## config.mk

```make
export PLATFORM = sky130hd
export DESIGN_NAME = eicl_loader
export DESIGN_NICKNAME = d
export VERILOG_FILES = /design/src/hw/eicl_pkg.sv /design/src/hw/eicl_bit_engine.sv /design/src/hw/eicl_loader.sv
export SDC_FILE = /design/constraint.sdc
export NUM_CORES = 1
export LEC_CHECK = 0
export ABC_AREA = 1
export BUFFER_PORTS_ARGS = -buffer_cell sky130_fd_sc_hd__buf_4
export CORE_MARGIN = 2
export CORE_UTILIZATION = 35
export CTS_BUF_LIST = sky130_fd_sc_hd__clkbuf_2
export DETAILED_ROUTE_END_ITERATION = 8
export GPL_TIMING_DRIVEN = 0
export PLACE_DENSITY = 0.58
export SLEW_MARGIN = 10
export SYNTH_ARGS = -nofsm -noshare
export SYNTH_HDL_FRONTEND = slang
export SYNTH_HIERARCHICAL = 1
export SYNTH_SLANG_ARGS = --single-unit
```

## constraint.sdc

```tcl
create_clock -name clk_sys -period 2.2 [get_ports clk_sys]
set_input_delay 0.11 -clock clk_sys [delete_from_list [all_inputs] [get_ports clk_sys]]
set_output_delay 0.11 -clock clk_sys [all_outputs]
set_load 0.02 [all_outputs]
```

## src/hw/eicl_pkg.sv

```systemverilog
package eicl_pkg;

  // Timing
  localparam int EICL_CLK_NS = 8;
  // Each SCL phase (high is two phases, low is one)
  // Short phase keeps a nine-byte load brief; SCL low 1.5 us, high 3 us
  localparam int EICL_PHASE_NS = 1500;
  localparam int EICL_PHASE_CYC = (EICL_PHASE_NS + EICL_CLK_NS - 1) /
    EICL_CLK_NS;
  // Bus must stay free this long before the first START
  localparam int EICL_IDLE_NS = 20000;
  localparam int EICL_IDLE_CYC = (EICL_IDLE_NS + EICL_CLK_NS - 1) /
    EICL_CLK_NS;
  // Give up waiting for a free bus after this long
  localparam int EICL_BOOT_TIMEOUT_NS = 200000;
  localparam int EICL_BOOT_TIMEOUT_CYC = EICL_BOOT_TIMEOUT_NS / EICL_CLK_NS;

  // Addressing
  localparam logic [6:0] EICL_SLAVE_ADDR = 7'h50;
  localparam logic [7:0] EICL_WORD_ADDR = 8'h00;
  localparam logic [3:0] EICL_NUM_BYTES = 4'h9;
  localparam int EICL_IDS_W = 72;

  // Version word
  localparam logic [15:0] EICL_VER_LOADED = 16'h0100;
  localparam logic [15:0] EICL_VER_DEFAULT = 16'h0095;

  // Built-in identifiers; values are arbitrary
  localparam logic [15:0] EICL_DEF_VENDOR_ID = 16'h1a2b;
  localparam logic [15:0] EICL_DEF_DEVICE_ID = 16'h3c4d;
  localparam logic [15:0] EICL_DEF_SUB_VENDOR_ID = 16'h1a2b;
  localparam logic [15:0] EICL_DEF_SUB_DEVICE_ID = 16'h5e6f;
  localparam logic [7:0] EICL_DEF_CONFIG = 8'h00;

  typedef enum logic [1:0] {
    EICL_CMD_START,
    EICL_CMD_STOP,
    EICL_CMD_BIT
  } eicl_cmd_t;

  // EEPROM byte 0 lands in vendor_id[7:0], byte 8 in config_bits
  typedef struct packed {
    logic [7:0] config_bits;
    logic [15:0] sub_device_id;
    logic [15:0] sub_vendor_id;
    logic [15:0] device_id;
    logic [15:0] vendor_id;
  } eicl_ids_t;

endpackage : eicl_pkg

```

## src/hw/eicl_bit_engine.sv

```systemverilog
`timescale 1ns/1ns
module eicl_bit_engine
  import eicl_pkg::*;
(
  // Clock and reset
  input wire logic clk_sys,
  input wire logic nrst,
  // Synchronised line levels
  input wire logic scl_sync,
  input wire logic sda_sync,
  // Command
  input wire logic cmd_valid,
  input wire eicl_cmd_t cmd,
  input wire logic tx_bit,
  // Status
  output logic busy,
  output logic done,
  output logic rx_bit,
  // Line enables, low pulls the line down
  output logic scl_oe_n,
  output logic sda_oe_n
);

  logic [9:0] div_reg;
  logic [1:0] phase_reg;
  eicl_cmd_t cur_reg;
  logic tick;

  assign tick = busy && (div_reg == 10'(EICL_PHASE_CYC - 1));

  // Restart on accept so the first phase is full length
  always_ff @(posedge clk_sys or negedge nrst)
  begin
    if (!nrst)
      div_reg <= 10'h000;
    else if (cmd_valid || tick || !busy)
      div_reg <= 10'h000;
    else
      div_reg <= div_reg + 10'h001;
  end

  always_ff @(posedge clk_sys or negedge nrst)
  begin
    if (!nrst)
    begin
      busy <= 1'b0;
      done <= 1'b0;
      rx_bit <= 1'b1;
      scl_oe_n <= 1'b1;
      sda_oe_n <= 1'b1;
      phase_reg <= 2'h0;
      cur_reg <= EICL_CMD_START;
    end
    else
    begin
      done <= 1'b0;
      if (cmd_valid && !busy)
      begin
        busy <= 1'b1;
        phase_reg <= 2'h0;
        cur_reg <= cmd;
        // SCL is low or free here, so SDA may change
        case (cmd)
          EICL_CMD_START: sda_oe_n <= 1'b1;
          EICL_CMD_STOP: sda_oe_n <= 1'b0;
          default: sda_oe_n <= tx_bit;
        endcase
      end
      else if (tick)
      begin
        case (phase_reg)
          2'h0:
          begin
            scl_oe_n <= 1'b1;
            phase_reg <= 2'h1;
          end
          2'h1:
          begin
            // A slave holding SCL low stretches the high phase
            if (scl_sync)
            begin
              case (cur_reg)
                EICL_CMD_START: sda_oe_n <= 1'b0;
                EICL_CMD_STOP: sda_oe_n <= 1'b1;
                default: rx_bit <= sda_sync;
              endcase
              phase_reg <= 2'h2;
            end
          end
          default:
          begin
            if (cur_reg != EICL_CMD_STOP)
              scl_oe_n <= 1'b0;
            busy <= 1'b0;
            done <= 1'b1;
            phase_reg <= 2'h0;
          end
        endcase
      end
    end
  end

endmodule : eicl_bit_engine

```

## src/hw/eicl_loader.sv

```systemverilog
`timescale 1ns/1ns
// Contract
// - Fetch identifiers and config bits from EEPROM
// - Lines are open drain, pull low or release
// - Bus idle only when SDA and SCL high
// - START: SDA falls while SCL high
// - STOP: SDA rises while SCL high
// - SDA changes only while SCL low
// - START opens, STOP closes, begin when idle
// - Receiver pulls SDA low on ninth clock; loader leaves SDA high after the last byte
// - Slave address is 101 0000b always
// - No page mode, low address bits zero
// - No EEPROM: load built-in default identifiers
// - Version 0100h if loaded or SCL grounded
module eicl_loader
  import eicl_pkg::*;
#(
  parameter int BOOT_TIMEOUT_CYC = EICL_BOOT_TIMEOUT_CYC
)
(
  // Clock and reset
  input wire logic clk_sys,
  input wire logic nrst,
  // Serial clock pin
  input wire logic scl_i,
  output logic scl_o,
  output logic scl_oe_n,
  // Serial data pin
  input wire logic sda_i,
  output logic sda_o,
  output logic sda_oe_n,
  // Loaded configuration
  output eicl_ids_t ids,
  output logic [15:0] host_interface_version,
  output logic from_eeprom,
  output logic load_done
);

  typedef enum logic [2:0] {
    ST_BOOT,
    ST_START,
    ST_TXBIT,
    ST_TXACK,
    ST_RXBIT,
    ST_RXACK,
    ST_STOP,
    ST_DONE
  } eicl_state_t;

  typedef enum logic [1:0] {
    SG_WADDR,
    SG_WORD,
    SG_RADDR,
    SG_DATA
  } eicl_stage_t;

  eicl_state_t state_reg;
  eicl_stage_t stage_reg;
  logic scl_meta_reg;
  logic scl_sync_reg;
  logic sda_meta_reg;
  logic sda_sync_reg;
  logic [11:0] idle_cnt_reg;
  logic [15:0] boot_cnt_reg;
  logic pend_reg;
  logic cmd_valid_reg;
  eicl_cmd_t cmd_reg;
  logic tx_bit_reg;
  eicl_cmd_t cmd_next;
  logic tx_bit_next;
  logic [7:0] shift_reg;
  logic [2:0] bit_cnt_reg;
  logic [3:0] byte_cnt_reg;
  logic [EICL_IDS_W-1:0] buf_reg;
  logic absent_reg;
  logic strap_reg;
  logic last_byte;
  logic eng_busy;
  logic eng_done;
  logic eng_rx;

  assign last_byte = (byte_cnt_reg == EICL_NUM_BYTES - 4'h1);

  // Pins come from outside the clock domain
  always_ff @(posedge clk_sys or negedge nrst)
  begin
    if (!nrst)
    begin
      scl_meta_reg <= 1'b1;
      scl_sync_reg <= 1'b1;
      sda_meta_reg <= 1'b1;
      sda_sync_reg <= 1'b1;
    end
    else
    begin
      scl_meta_reg <= scl_i;
      scl_sync_reg <= scl_meta_reg;
      sda_meta_reg <= sda_i;
      sda_sync_reg <= sda_meta_reg;
    end
  end

  // Drive level is always low; only the enables move
  always_ff @(posedge clk_sys or negedge nrst)
  begin
    if (!nrst)
    begin
      scl_o <= 1'b0;
      sda_o <= 1'b0;
    end
    else
    begin
      scl_o <= 1'b0;
      sda_o <= 1'b0;
    end
  end

  // Free-bus window, restarted by any low level
  always_ff @(posedge clk_sys or negedge nrst)
  begin
    if (!nrst)
      idle_cnt_reg <= 12'h000;
    else if (state_reg != ST_BOOT || !(scl_sync_reg && sda_sync_reg))
      idle_cnt_reg <= 12'h000;
    else
      idle_cnt_reg <= idle_cnt_reg + 12'h001;
  end

  always_ff @(posedge clk_sys or negedge nrst)
  begin
    if (!nrst)
      boot_cnt_reg <= 16'h0000;
    else if (state_reg == ST_BOOT)
      boot_cnt_reg <= boot_cnt_reg + 16'h0001;
  end

  // Command for the bit engine in each bus state
  always_comb
  begin
    cmd_next = EICL_CMD_BIT;
    tx_bit_next = 1'b1;
    case (state_reg)
      ST_START: cmd_next = EICL_CMD_START;
      ST_STOP: cmd_next = EICL_CMD_STOP;
      ST_TXBIT: tx_bit_next = shift_reg[7];
      ST_RXACK: tx_bit_next = last_byte;
      default: tx_bit_next = 1'b1;
    endcase
  end

  always_ff @(posedge clk_sys or negedge nrst)
  begin
    if (!nrst)
    begin
      state_reg <= ST_BOOT;
      stage_reg <= SG_WADDR;
      pend_reg <= 1'b0;
      cmd_valid_reg <= 1'b0;
      cmd_reg <= EICL_CMD_START;
      tx_bit_reg <= 1'b1;
      shift_reg <= 8'h00;
      bit_cnt_reg <= 3'h0;
      byte_cnt_reg <= 4'h0;
      buf_reg <= '0;
      absent_reg <= 1'b0;
      strap_reg <= 1'b0;
    end
    else
    begin
      cmd_valid_reg <= 1'b0;
      case (state_reg)
        ST_BOOT:
        begin
          if (idle_cnt_reg == 12'(EICL_IDLE_CYC - 1))
          begin
            state_reg <= ST_START;
            stage_reg <= SG_WADDR;
          end
          else if (boot_cnt_reg == 16'(BOOT_TIMEOUT_CYC - 1))
          begin
            // Lines grounded or stuck: nothing to talk to
            absent_reg <= 1'b1;
            strap_reg <= !scl_sync_reg;
            state_reg <= ST_DONE;
          end
        end
        ST_DONE:
        begin
          pend_reg <= 1'b0;
        end
        default:
        begin
          if (!pend_reg && !eng_busy)
          begin
            cmd_valid_reg <= 1'b1;
            pend_reg <= 1'b1;
            cmd_reg <= cmd_next;
            tx_bit_reg <= tx_bit_next;
          end
          else if (eng_done)
          begin
            pend_reg <= 1'b0;
            case (state_reg)
              ST_START:
              begin
                // Low three address bits stay zero
                shift_reg <= {EICL_SLAVE_ADDR,
                  stage_reg == SG_RADDR};
                bit_cnt_reg <= 3'h0;
                state_reg <= ST_TXBIT;
              end
              ST_TXBIT:
              begin
                shift_reg <= {shift_reg[6:0], 1'b0};
                bit_cnt_reg <= bit_cnt_reg + 3'h1;
                if (bit_cnt_reg == 3'h7)
                  state_reg <= ST_TXACK;
              end
              ST_TXACK:
              begin
                if (eng_rx)
                begin
                  absent_reg <= 1'b1;
                  state_reg <= ST_STOP;
                end
                else
                begin
                  case (stage_reg)
                    SG_WADDR:
                    begin
                      shift_reg <= EICL_WORD_ADDR;
                      stage_reg <= SG_WORD;
                      state_reg <= ST_TXBIT;
                    end
                    SG_WORD:
                    begin
                      stage_reg <= SG_RADDR;
                      state_reg <= ST_START;
                    end
                    default:
                    begin
                      stage_reg <= SG_DATA;
                      byte_cnt_reg <= 4'h0;
                      state_reg <= ST_RXBIT;
                    end
                  endcase
                end
              end
              ST_RXBIT:
              begin
                shift_reg <= {shift_reg[6:0], eng_rx};
                bit_cnt_reg <= bit_cnt_reg + 3'h1;
                if (bit_cnt_reg == 3'h7)
                  state_reg <= ST_RXACK;
              end
              ST_RXACK:
              begin
                buf_reg <= {shift_reg,
                  buf_reg[EICL_IDS_W-1:8]};
                byte_cnt_reg <= byte_cnt_reg + 4'h1;
                state_reg <= last_byte ? ST_STOP : ST_RXBIT;
              end
              default:
              begin
                state_reg <= ST_DONE;
              end
            endcase
          end
        end
      endcase
    end
  end

  // Results change once, when the load ends
  always_ff @(posedge clk_sys or negedge nrst)
  begin
    if (!nrst)
    begin
      ids <= {EICL_DEF_CONFIG, EICL_DEF_SUB_DEVICE_ID,
        EICL_DEF_SUB_VENDOR_ID, EICL_DEF_DEVICE_ID, EICL_DEF_VENDOR_ID};
      host_interface_version <= EICL_VER_DEFAULT;
      from_eeprom <= 1'b0;
      load_done <= 1'b0;
    end
    else if (state_reg == ST_DONE && !load_done)
    begin
      load_done <= 1'b1;
      if (absent_reg)
      begin
        ids <= {EICL_DEF_CONFIG, EICL_DEF_SUB_DEVICE_ID,
          EICL_DEF_SUB_VENDOR_ID, EICL_DEF_DEVICE_ID,
          EICL_DEF_VENDOR_ID};
        host_interface_version <= strap_reg ? EICL_VER_LOADED :
          EICL_VER_DEFAULT;
        from_eeprom <= 1'b0;
      end
      else
      begin
        ids <= eicl_ids_t'(buf_reg);
        host_interface_version <= EICL_VER_LOADED;
        from_eeprom <= 1'b1;
      end
    end
  end

  eicl_bit_engine u_engine (
    .clk_sys(clk_sys),
    .nrst(nrst),
    .scl_sync(scl_sync_reg),
    .sda_sync(sda_sync_reg),
    .cmd_valid(cmd_valid_reg),
    .cmd(cmd_reg),
    .tx_bit(tx_bit_reg),
    .busy(eng_busy),
    .done(eng_done),
    .rx_bit(eng_rx),
    .scl_oe_n(scl_oe_n),
    .sda_oe_n(sda_oe_n)
  );

endmodule : eicl_loader

```

Yosys cells after proc, flatten, opt, wreduce, memory -nomap -nowiden. Index checks and enable logic that the tools add are counted.

Register bits: 240. Output and inout port bits: 94. Input bits: 4. Word-level logic and storage cells: 192.

Bitwise logic cells: 8. Muxes and demuxes: 63. Reduce and logical (&&, ||, !) cells: 51. Equality and inequality tests: 31. Add/sub/neg operators: 5.

Operators by type and width (count): 2-to-1 mux 72 bit (1); one-hot mux 8 bit (4 select lines) (1); AND reduction 6 bit (4); 2-to-1 mux 1 bit (22); 2-to-1 mux 3 bit (7); 2-to-1 mux 2 bit (9); 2-to-1 mux 9 bit (2); one-hot mux 3 bit (2 select lines) (3); nonzero test 2 bit (9); adder 16 x 1 -> 16 bit (second input constant) (1); == test 16 x 15 -> 1 bit (second input constant) (1); 2-to-1 mux 8 bit (2); one-hot mux 2 bit (2 select lines) (4); AND reduction 4 bit (4); == test 3 bit (second input constant) (5); one-hot mux 3 bit (5 select lines) (1); adder 12 x 1 -> 12 bit (second input constant) (1); == test 12 bit (second input constant) (1); 2-to-1 mux 12 bit (1); != test 2 bit (second input constant) (6); one-hot mux 1 bit (2 select lines) (6); adder 10 x 1 -> 10 bit (second input constant) (1); == test 10 x 8 -> 1 bit (second input constant) (1); 2-to-1 mux 10 bit (1); other kinds (26) (64).

Logic depth before layout (Yosys ltp). Gate-level depths: netlist (run 1).

Depth in word-level cells: 7. Mapped depth: 11. Depth with buffers taken out: 11.

Hierarchy. Netlist (run 1), hierarchy kept.

Modules (own cells, without submodules): eicl_loader (cells an instance 941, instances 1, sequential area each 5228.8 µm², area an instance 8600.7 µm²); eicl_bit_engine (cells an instance 140, instances 1, sequential area each 479.2 µm², area an instance 1041.0 µm²).

Worst setup path before layout (run 1). Ideal clock, no wire load.

Kind: register to register. Start point: register state_reg[0]. End point: register stage_reg[0]. Required time: 2.077 ns. Stages on the path, launching flop included: 9. Library setup time: 0.123 ns. Slack: 0.677 ns. Path buffers: 2. Arrival: 1.399 ns. Clock period less this slack: 1.523 ns. Cell sequence: dfrtp_1 > buf_2 > nor2_2 > nand2_2 > buf_2 > a21oi_1 > nand3_1 > nand2_1 > o21ai_1.

Cells in the longest elaborated chain, start to end: 3. Elaborated cells on any way between the ends: 11. Those cells by class: 5 x eq/ne; 1 x mux; 1 x bitwise; 4 x reduce/logical.

Ends and longest elaborated chain: from (decl) (RTL line eicl_loader.sv:57) `eicl_state_t state_reg;`; from (signal assigned) (RTL line eicl_loader.sv:261) `state_reg <= last_byte ? ST_STOP : ST_RXBIT;`; logical NOT 3 bit, or another cell as far along (RTL line eicl_loader.sv:171) `case (state_reg)`; != test 2 x 1 -> 1 bit (no source line), or another cell as far along; AND reduction 6 bit (no source line); to (signal assigned) (RTL line eicl_loader.sv:156) `stage_reg <= SG_WADDR;`; to (signal assigned) (RTL line eicl_loader.sv:177) `stage_reg <= SG_WADDR;`; to (signal assigned) (RTL line eicl_loader.sv:232) `stage_reg <= SG_WORD;`; to (decl) (RTL line eicl_loader.sv:58) `eicl_stage_t stage_reg;`.

Several ways; a longest one is shown, not always the timed one. A chain may end at the register's enable or synchronous reset.

Worst setup path after layout (run 1). Same ends and word-level chain as after synthesis.

==> results.toml, run 1 <==
[min_path]
hold_path.class = "input pin to asynchronous set/reset pin"

[clock_network]
h-tree-depth = 2
cts_made_buffers = 59
clk_pin_slew_ns = 0.12
clk-insertion-delay-late_ns = 0.92
cts_sinks = 226
post_cts_resized = 0
post-cts-setup-buffers = 0
cts_tree = "done"
root_buffer = "clkbuf_2"
cts_max_path_buffers = 3

[die]
dieArea_mm2 = 0.0289
initial_utilization = 0.357
coreArea_mm2 = 0.0270
ioPinCount = 98
rows = 60
die-height_um = 170
die_w_um = 170

[setup_path]
cp_slowest_cell = "dfrtp_1"
r2r_start = "state_reg[0]$_DFFE_PN0P_"
worstPathCellList = "buf_2 -> nor2_2 -> nand2_2 -> buf_2 -> a21oi_1 -> nand3_1 -> nand2_1 -> o21ai_1"
crit_top_cell = "buf_2"
timing.critical_path.required_ns = 2.93
reg2reg_setup_slack_ns = 0.32
critPathLaunchType = "flop"
reg2reg_depth = 8
worstPathArrival_ns = 2.61
r2r_end = "stage_reg[0]$_DFFE_PN0P_"
timing.critical_path.buf_inv = 2
cp_top_family = "simple AND/OR/NAND/NOR gates"
critPathKind = "flop to flop"
max_stage_delay_ns = 0.36
endpoint_kind = "flop"
cp_max_fo = 10

[sta]
max_slew.worst_pin.slew_ns = 0.570
slew_violations = 0
slew_headroom = 0.620
setup_tns_ns = 0
fin_skew_ns = 0.112
setup_viol = 0
min_period_ns = 1.88
finalHoldViolCount = 0
rsz0062_at_grt = "false"
fmax_ghz = 0.531
worst_slack_ns = 0.316
finalCritPeriodShare = 0.856

[placed_design]
numPortBuffers = 84
dp_slack_ns = 0.327
gp_congestion = 0.844
hpwlAfterDp_um = 15100

[status]
status = "finished clean"

[detailed_routing]
final_antenna_net_count = 0
drt-initial-drc-count = 429
drt-total-wl_um = 21700
dr.pass1.iters = 5
viasPerCell = 4.56
drc = 0
vias = 7499
avgRoutedWirePerCell_um = 13.2

[synthesis]
synthesis.area_mm2 = 0.00964
synth.distinct_cells = 37
synth_area_per_cell_um2 = 8.92
ys_seq_area_frac = 0.592
synthCells = 1081
ys.warnings.count = 6
ys_ff_latch = 226

[final_layout]
layout_commonest_cell = "nand2_1"
layout_common_cells = "nand2_1, dfrtp_1, inv_1, buf_4"
synthToLayoutAreaGrowth_pct = 18.9
drive_above_1_share = 0.230
nets = 1258

[global_route]
antenna_found_initial = 1
grt_pass1_wl_um = 36200
grt_max_degree = 89
grt_usage = 0.155
overflow = 0
grt_pass1_vias = 7215

[job]
maxCapViolCount = 0

[power]
p_leak_nw = 5.51
p_total_mw = 7.31
powerDensity_mw_per_mm2 = 637
peakVddDrop_v = 0.000287
==> worst max-delay path by stage <==
stage               slack (ns)                      from                            end  cells after the start
CTS                       0.28  state_reg[1]$_DFFE_PN0P_            ids[10]$_DFFE_PN0P_                      7
floorplan                 0.68  state_reg[0]$_DFFE_PN0P_       stage_reg[0]$_DFFE_PN0P_                      8
finish                    0.32  state_reg[0]$_DFFE_PN0P_       stage_reg[0]$_DFFE_PN0P_                      8
global placement         -0.76                      nrst  u_engine/div_reg[3]$_DFF_PN0_                      1
global route              0.22  state_reg[0]$_DFFE_PN0P_      idle_cnt_reg[8]$_DFF_PN0_                      7
detailed placement        0.33  state_reg[1]$_DFFE_PN0P_            ids[10]$_DFFE_PN0P_                      7
==> stage by stage <==
step | instance area (µm²) | hold slack (ns) | util | cells
CTS | 11500 | 0.233 | 0.424 | 1638
global route | 11500 | 0.305 | 0.424 | 1643
finish | 11500 | 0.322 | 0.424 | 1643
floorplan | 9690 | -0.186 | - | 1093
global placement | 10700 | 0.218 | 0.398 | 1518
detailed placement | 10800 | 0.0624 | 0.400 | 1520
==> cell usage after synthesis <==
| cell type | number | area, µm² |
|---|---|---|
| nand2_1 | 259 | 972 |
| dfrtp_1 | 184 | 4600 |
| inv_1 | 134 | 503 |
| nor2_1 | 102 | 383 |
| o21ai_0 | 88 | 440 |
| o21ai_1 | 46 | 230 |
| a21oi_1 | 43 | 215 |
| dfstp_2 | 42 | 1100 |
| nand3_1 | 42 | 210 |
| buf_4 | 25 | 188 |
| buf_2 | 13 | 65.1 |
| clkbuf_1 | 13 | 48.8 |
| nor3_1 | 12 | 60.1 |
| nand4_1 | 11 | 68.8 |
| xor2_1 | 9 | 78.8 |
| ha_1 | 7 | 87.6 |
| inv_2 | 6 | 22.5 |
| nor2_2 | 6 | 37.5 |
| xnor2_1 | 5 | 43.8 |
| a22o_1 | 4 | 35.0 |
| nand2_2 | 4 | 25.0 |
| o22a_1 | 4 | 35.0 |
| nor2_4 | 3 | 33.8 |
| a31oi_1 | 2 | 12.5 |
| nand3_2 | 2 | 20.0 |
| o22ai_1 | 2 | 12.5 |
| o31ai_1 | 2 | 15.0 |
| or2_2 | 2 | 12.5 |
| a2bb2oi_1 | 1 | 8.76 |
| clkinv_1 | 1 | 3.75 |
| conb_1 | 1 | 3.75 |
| nand2_4 | 1 | 11.3 |
| nand3_4 | 1 | 17.5 |
| nand3b_1 | 1 | 7.51 |
| nor3_2 | 1 | 10.0 |
| nor3b_1 | 1 | 7.51 |
| o21a_1 | 1 | 7.51 |
==> tightest hold or removal path, stage by stage <==
cell and delay (ns):
dlygate4sd3_1 0.52, dlygate4sd3_1 0.58, buf_8 0.16, buf_16 0.26
==> routing by layer <==
metal  global-route usage  wire (µm)
met1                0.212      10500
met2                0.246       9930
met3               0.0337        961
met4               0.0520        347
met5                    0          0
==> cells by family after synthesis <==
group,share of synthesized area
compound gates,0.105
fa+ha+maj,0.00908
other cells,0.000389
simple gates,0.195
buf+inv,0.0862
xor+xnor,0.0127
flops,0.592
==> layout make-up <==
type | instances | area [µm²]
diodes | 5 | 12.5
plain buffers | 51 | 302
clock buffers | 102 | 510
clock inverters | 9 | 47.5
fillers | 2744 | 15600
inverters | 141 | 529
multi-input cells | 675 | 3150
flip-flops and latches | 226 | 5710
well taps | 341 | 427
repair buffers | 93 | 781
==> timing repair <==
action / 4_1_cts / 5_1_grt
hold endpoints to repair: 228 / 0
endpoints found under the setup margin: 0 / 0
hold buffers: 7 / 0
==> where the power goes <==
group | internal, mW | switching (mW) | leakage, nW
Combinational | 0.0455 | 0.112 | 2.08
Clock | 1.22 | 1.76 | 0.442
Sequential | 4.16 | 0.00422 | 2.99
Note: power is estimated with default switching activity, not from simulation.
==> inputs of run 2 (changes only) <==
Settings changed: ABC_CLOCK_PERIOD_IN_PS set to 2200, BUFFER_PORTS_ARGS -buffer_cell sky130_fd_sc_hd__buf_4 to -buffer_cell sky130_fd_sc_hd__buf_2, SETUP_SLACK_MARGIN set to 0.3.
==> results.toml, run 2 (synthesis results as in run 1) <==
[status]
status = "finished clean"

[min_path]
hold_path_depth = 0
hp-start = "scl_meta_reg$_DFF_PN1_"
hold_path.class = "flop to flop"
min_to = "scl_sync_reg$_DFF_PN1_"

[sta]
slew_violations = 0
rsz0062_at_grt = "true"
min_period_ns = 1.79
finalCritPeriodShare = 0.815
fin_skew_ns = 0.0545
fmax_ghz = 0.558
setup_viol = 0
max_slew.worst_pin.slew_ns = 0.560
worst_slack_ns = 0.406
finalHoldViolCount = 0
slew_headroom = 0.627

[clock_network]
root_buffer = "clkbuf_2"
clk-insertion-delay-late_ns = 0.84
cts_made_buffers = 59
cts_max_path_buffers = 3
clk_pin_slew_ns = 0.10
cts_sinks = 226
h-tree-depth = 2
cts_tree = "done"

[placed_design]
dp_slack_ns = 0.360
numPortBuffers = 84
hpwlAfterDp_um = 15100
gp_congestion = 0.828
place_area_mm2 = 0.0106

[setup_path]
endpoint_kind = "flop"
worstPathCellList = "inv_2 -> nand3_1 -> inv_2 -> nand2_2 -> buf_4 -> buf_4 -> nand2_1 -> o21ai_0"
reg2reg_depth = 8
reg2reg_setup_slack_ns = 0.41
r2r_end = "buf_reg[62]$_DFFE_PN0P_"
timing.critical_path.required_ns = 2.87
max_stage_delay_ns = 0.49
critPathLaunchType = "flop"
cp_max_fo = 10
r2r_start = "state_reg[1]$_DFFE_PN0P_"
cp_slowest_cell = "dfrtp_2"
critPathKind = "flop to flop"
worstPathArrival_ns = 2.47

[detailed_routing]
avgRoutedWirePerCell_um = 13.3
drt-initial-drc-count = 373
vias = 7426
drt-total-wl_um = 21700
final_antenna_net_count = 0
viasPerCell = 4.53
drc = 0
dr.pass1.iters = 5

[power]
peakVddDrop_v = 0.000315
powerDensity_mw_per_mm2 = 642
p_leak_nw = 5.54
p_total_mw = 7.25

[die]
ioPinCount = 98
die-height_um = 170
dieArea_mm2 = 0.0289
rows = 60
die_w_um = 170
coreArea_mm2 = 0.0270
initial_utilization = 0.357

[global_route]
overflow = 0
antenna_found_initial = 0
grt_pass1_vias = 7374
grt_pass1_wl_um = 36100
grt_usage = 0.155
grt_max_degree = 100

[final_layout]
layout_common_cells = "nand2_1, dfrtp_1, inv_1, clkbuf_2, nor2_1"
layout_commonest_cell = "nand2_1"
n_antenna_cell = 0
drive_above_1_share = 0.234
nets = 1260
final_cell_area_mm2 = 0.0113
synthToLayoutAreaGrowth_pct = 17.0

[job]
maxCapViolCount = 0
==> run 2: cell count changes in the layout (fill, tap and decap cells not counted), sizes merged <==
| cell | change |
|---|---|
| inv | -2 |
| buf | +1 |
| clkbuf | +1 |
| diode | -5 |
| clkinv | +3 |
| clkinvlp | -1 |
==> run 2: what timing repair did <==
action,CTS,global route
buffers inserted,3,0
endpoints found under the setup margin,7,84
hold endpoints to repair,227,0
pin swaps,1,0
resized for setup,0,9
hold buffers,7,0
==> run 2: layer usage <==
layer	track usage	share of wire	up-vias	wire length, µm
met5	0	0	-	0
met4	0.0498	0.019	0	416
met3	0.0367	0.048	38	1050
met2	0.248	0.45	152	9890
met1	0.207	0.48	3459	10400
li1	-	-	3777	-
==> run 2: worst max path at each step <==
stage | from | end | slack [ns]
final | state_reg[1]$_DFFE_PN0P_ | buf_reg[62]$_DFFE_PN0P_ | 0.41
after global routing | state_reg[2]$_DFFE_PN0P_ | boot_cnt_reg[13]$_DFFE_PN0P_ | 0.20
after CTS | state_reg[1]$_DFFE_PN0P_ | buf_reg[67]$_DFFE_PN0P_ | 0.33
after detailed placement | state_reg[0]$_DFFE_PN0P_ | stage_reg[0]$_DFFE_PN0P_ | 0.36
after global placement | nrst | u_engine/div_reg[9]$_DFF_PN0_ | -2.97
after floorplan | state_reg[0]$_DFFE_PN0P_ | stage_reg[0]$_DFFE_PN0P_ | 0.68
==> run 2: worst max-delay path: cells and delay by family, from the launching register on <==
kind,cells,cell delay (ns)
buffers and inverters,4,0.69
flip-flops,1,0.49
AO/OA/AOI/OAI,1,0.07
AND/OR/NAND/NOR,3,0.40
==> run 2: area by class of cell <==
cell class / count / area (µm²)
plain buffers: 50 / 304
multi-input cells: 675 / 3160
well taps: 341 / 427
flip-flops and latches: 226 / 5710
clock inverters: 9 / 43.8
repair buffers: 96 / 596
clock buffers: 102 / 510
fillers: 2832 / 15700
inverters: 141 / 529
==> run 2: per-stage QoR <==
stage | std cells | utilization | hold slack (ns) | TNS [ns]
final | 1640 | 0.418 | 0.349 | 0
after global routing | 1640 | 0.418 | 0.337 | 0
after CTS | 1641 | 0.417 | 0.296 | 0
after detailed placement | 1520 | 0.392 | 0.0783 | 0
after global placement | 1518 | 0.390 | 0.215 | -608.36
after floorplan | 1093 | - | -0.186 | 0
==> run 2: report_power, final <==
part           switching, mW  internal, mW
Clock                   1.72          1.21
Combinational          0.111        0.0449
Sequential           0.00400          4.16
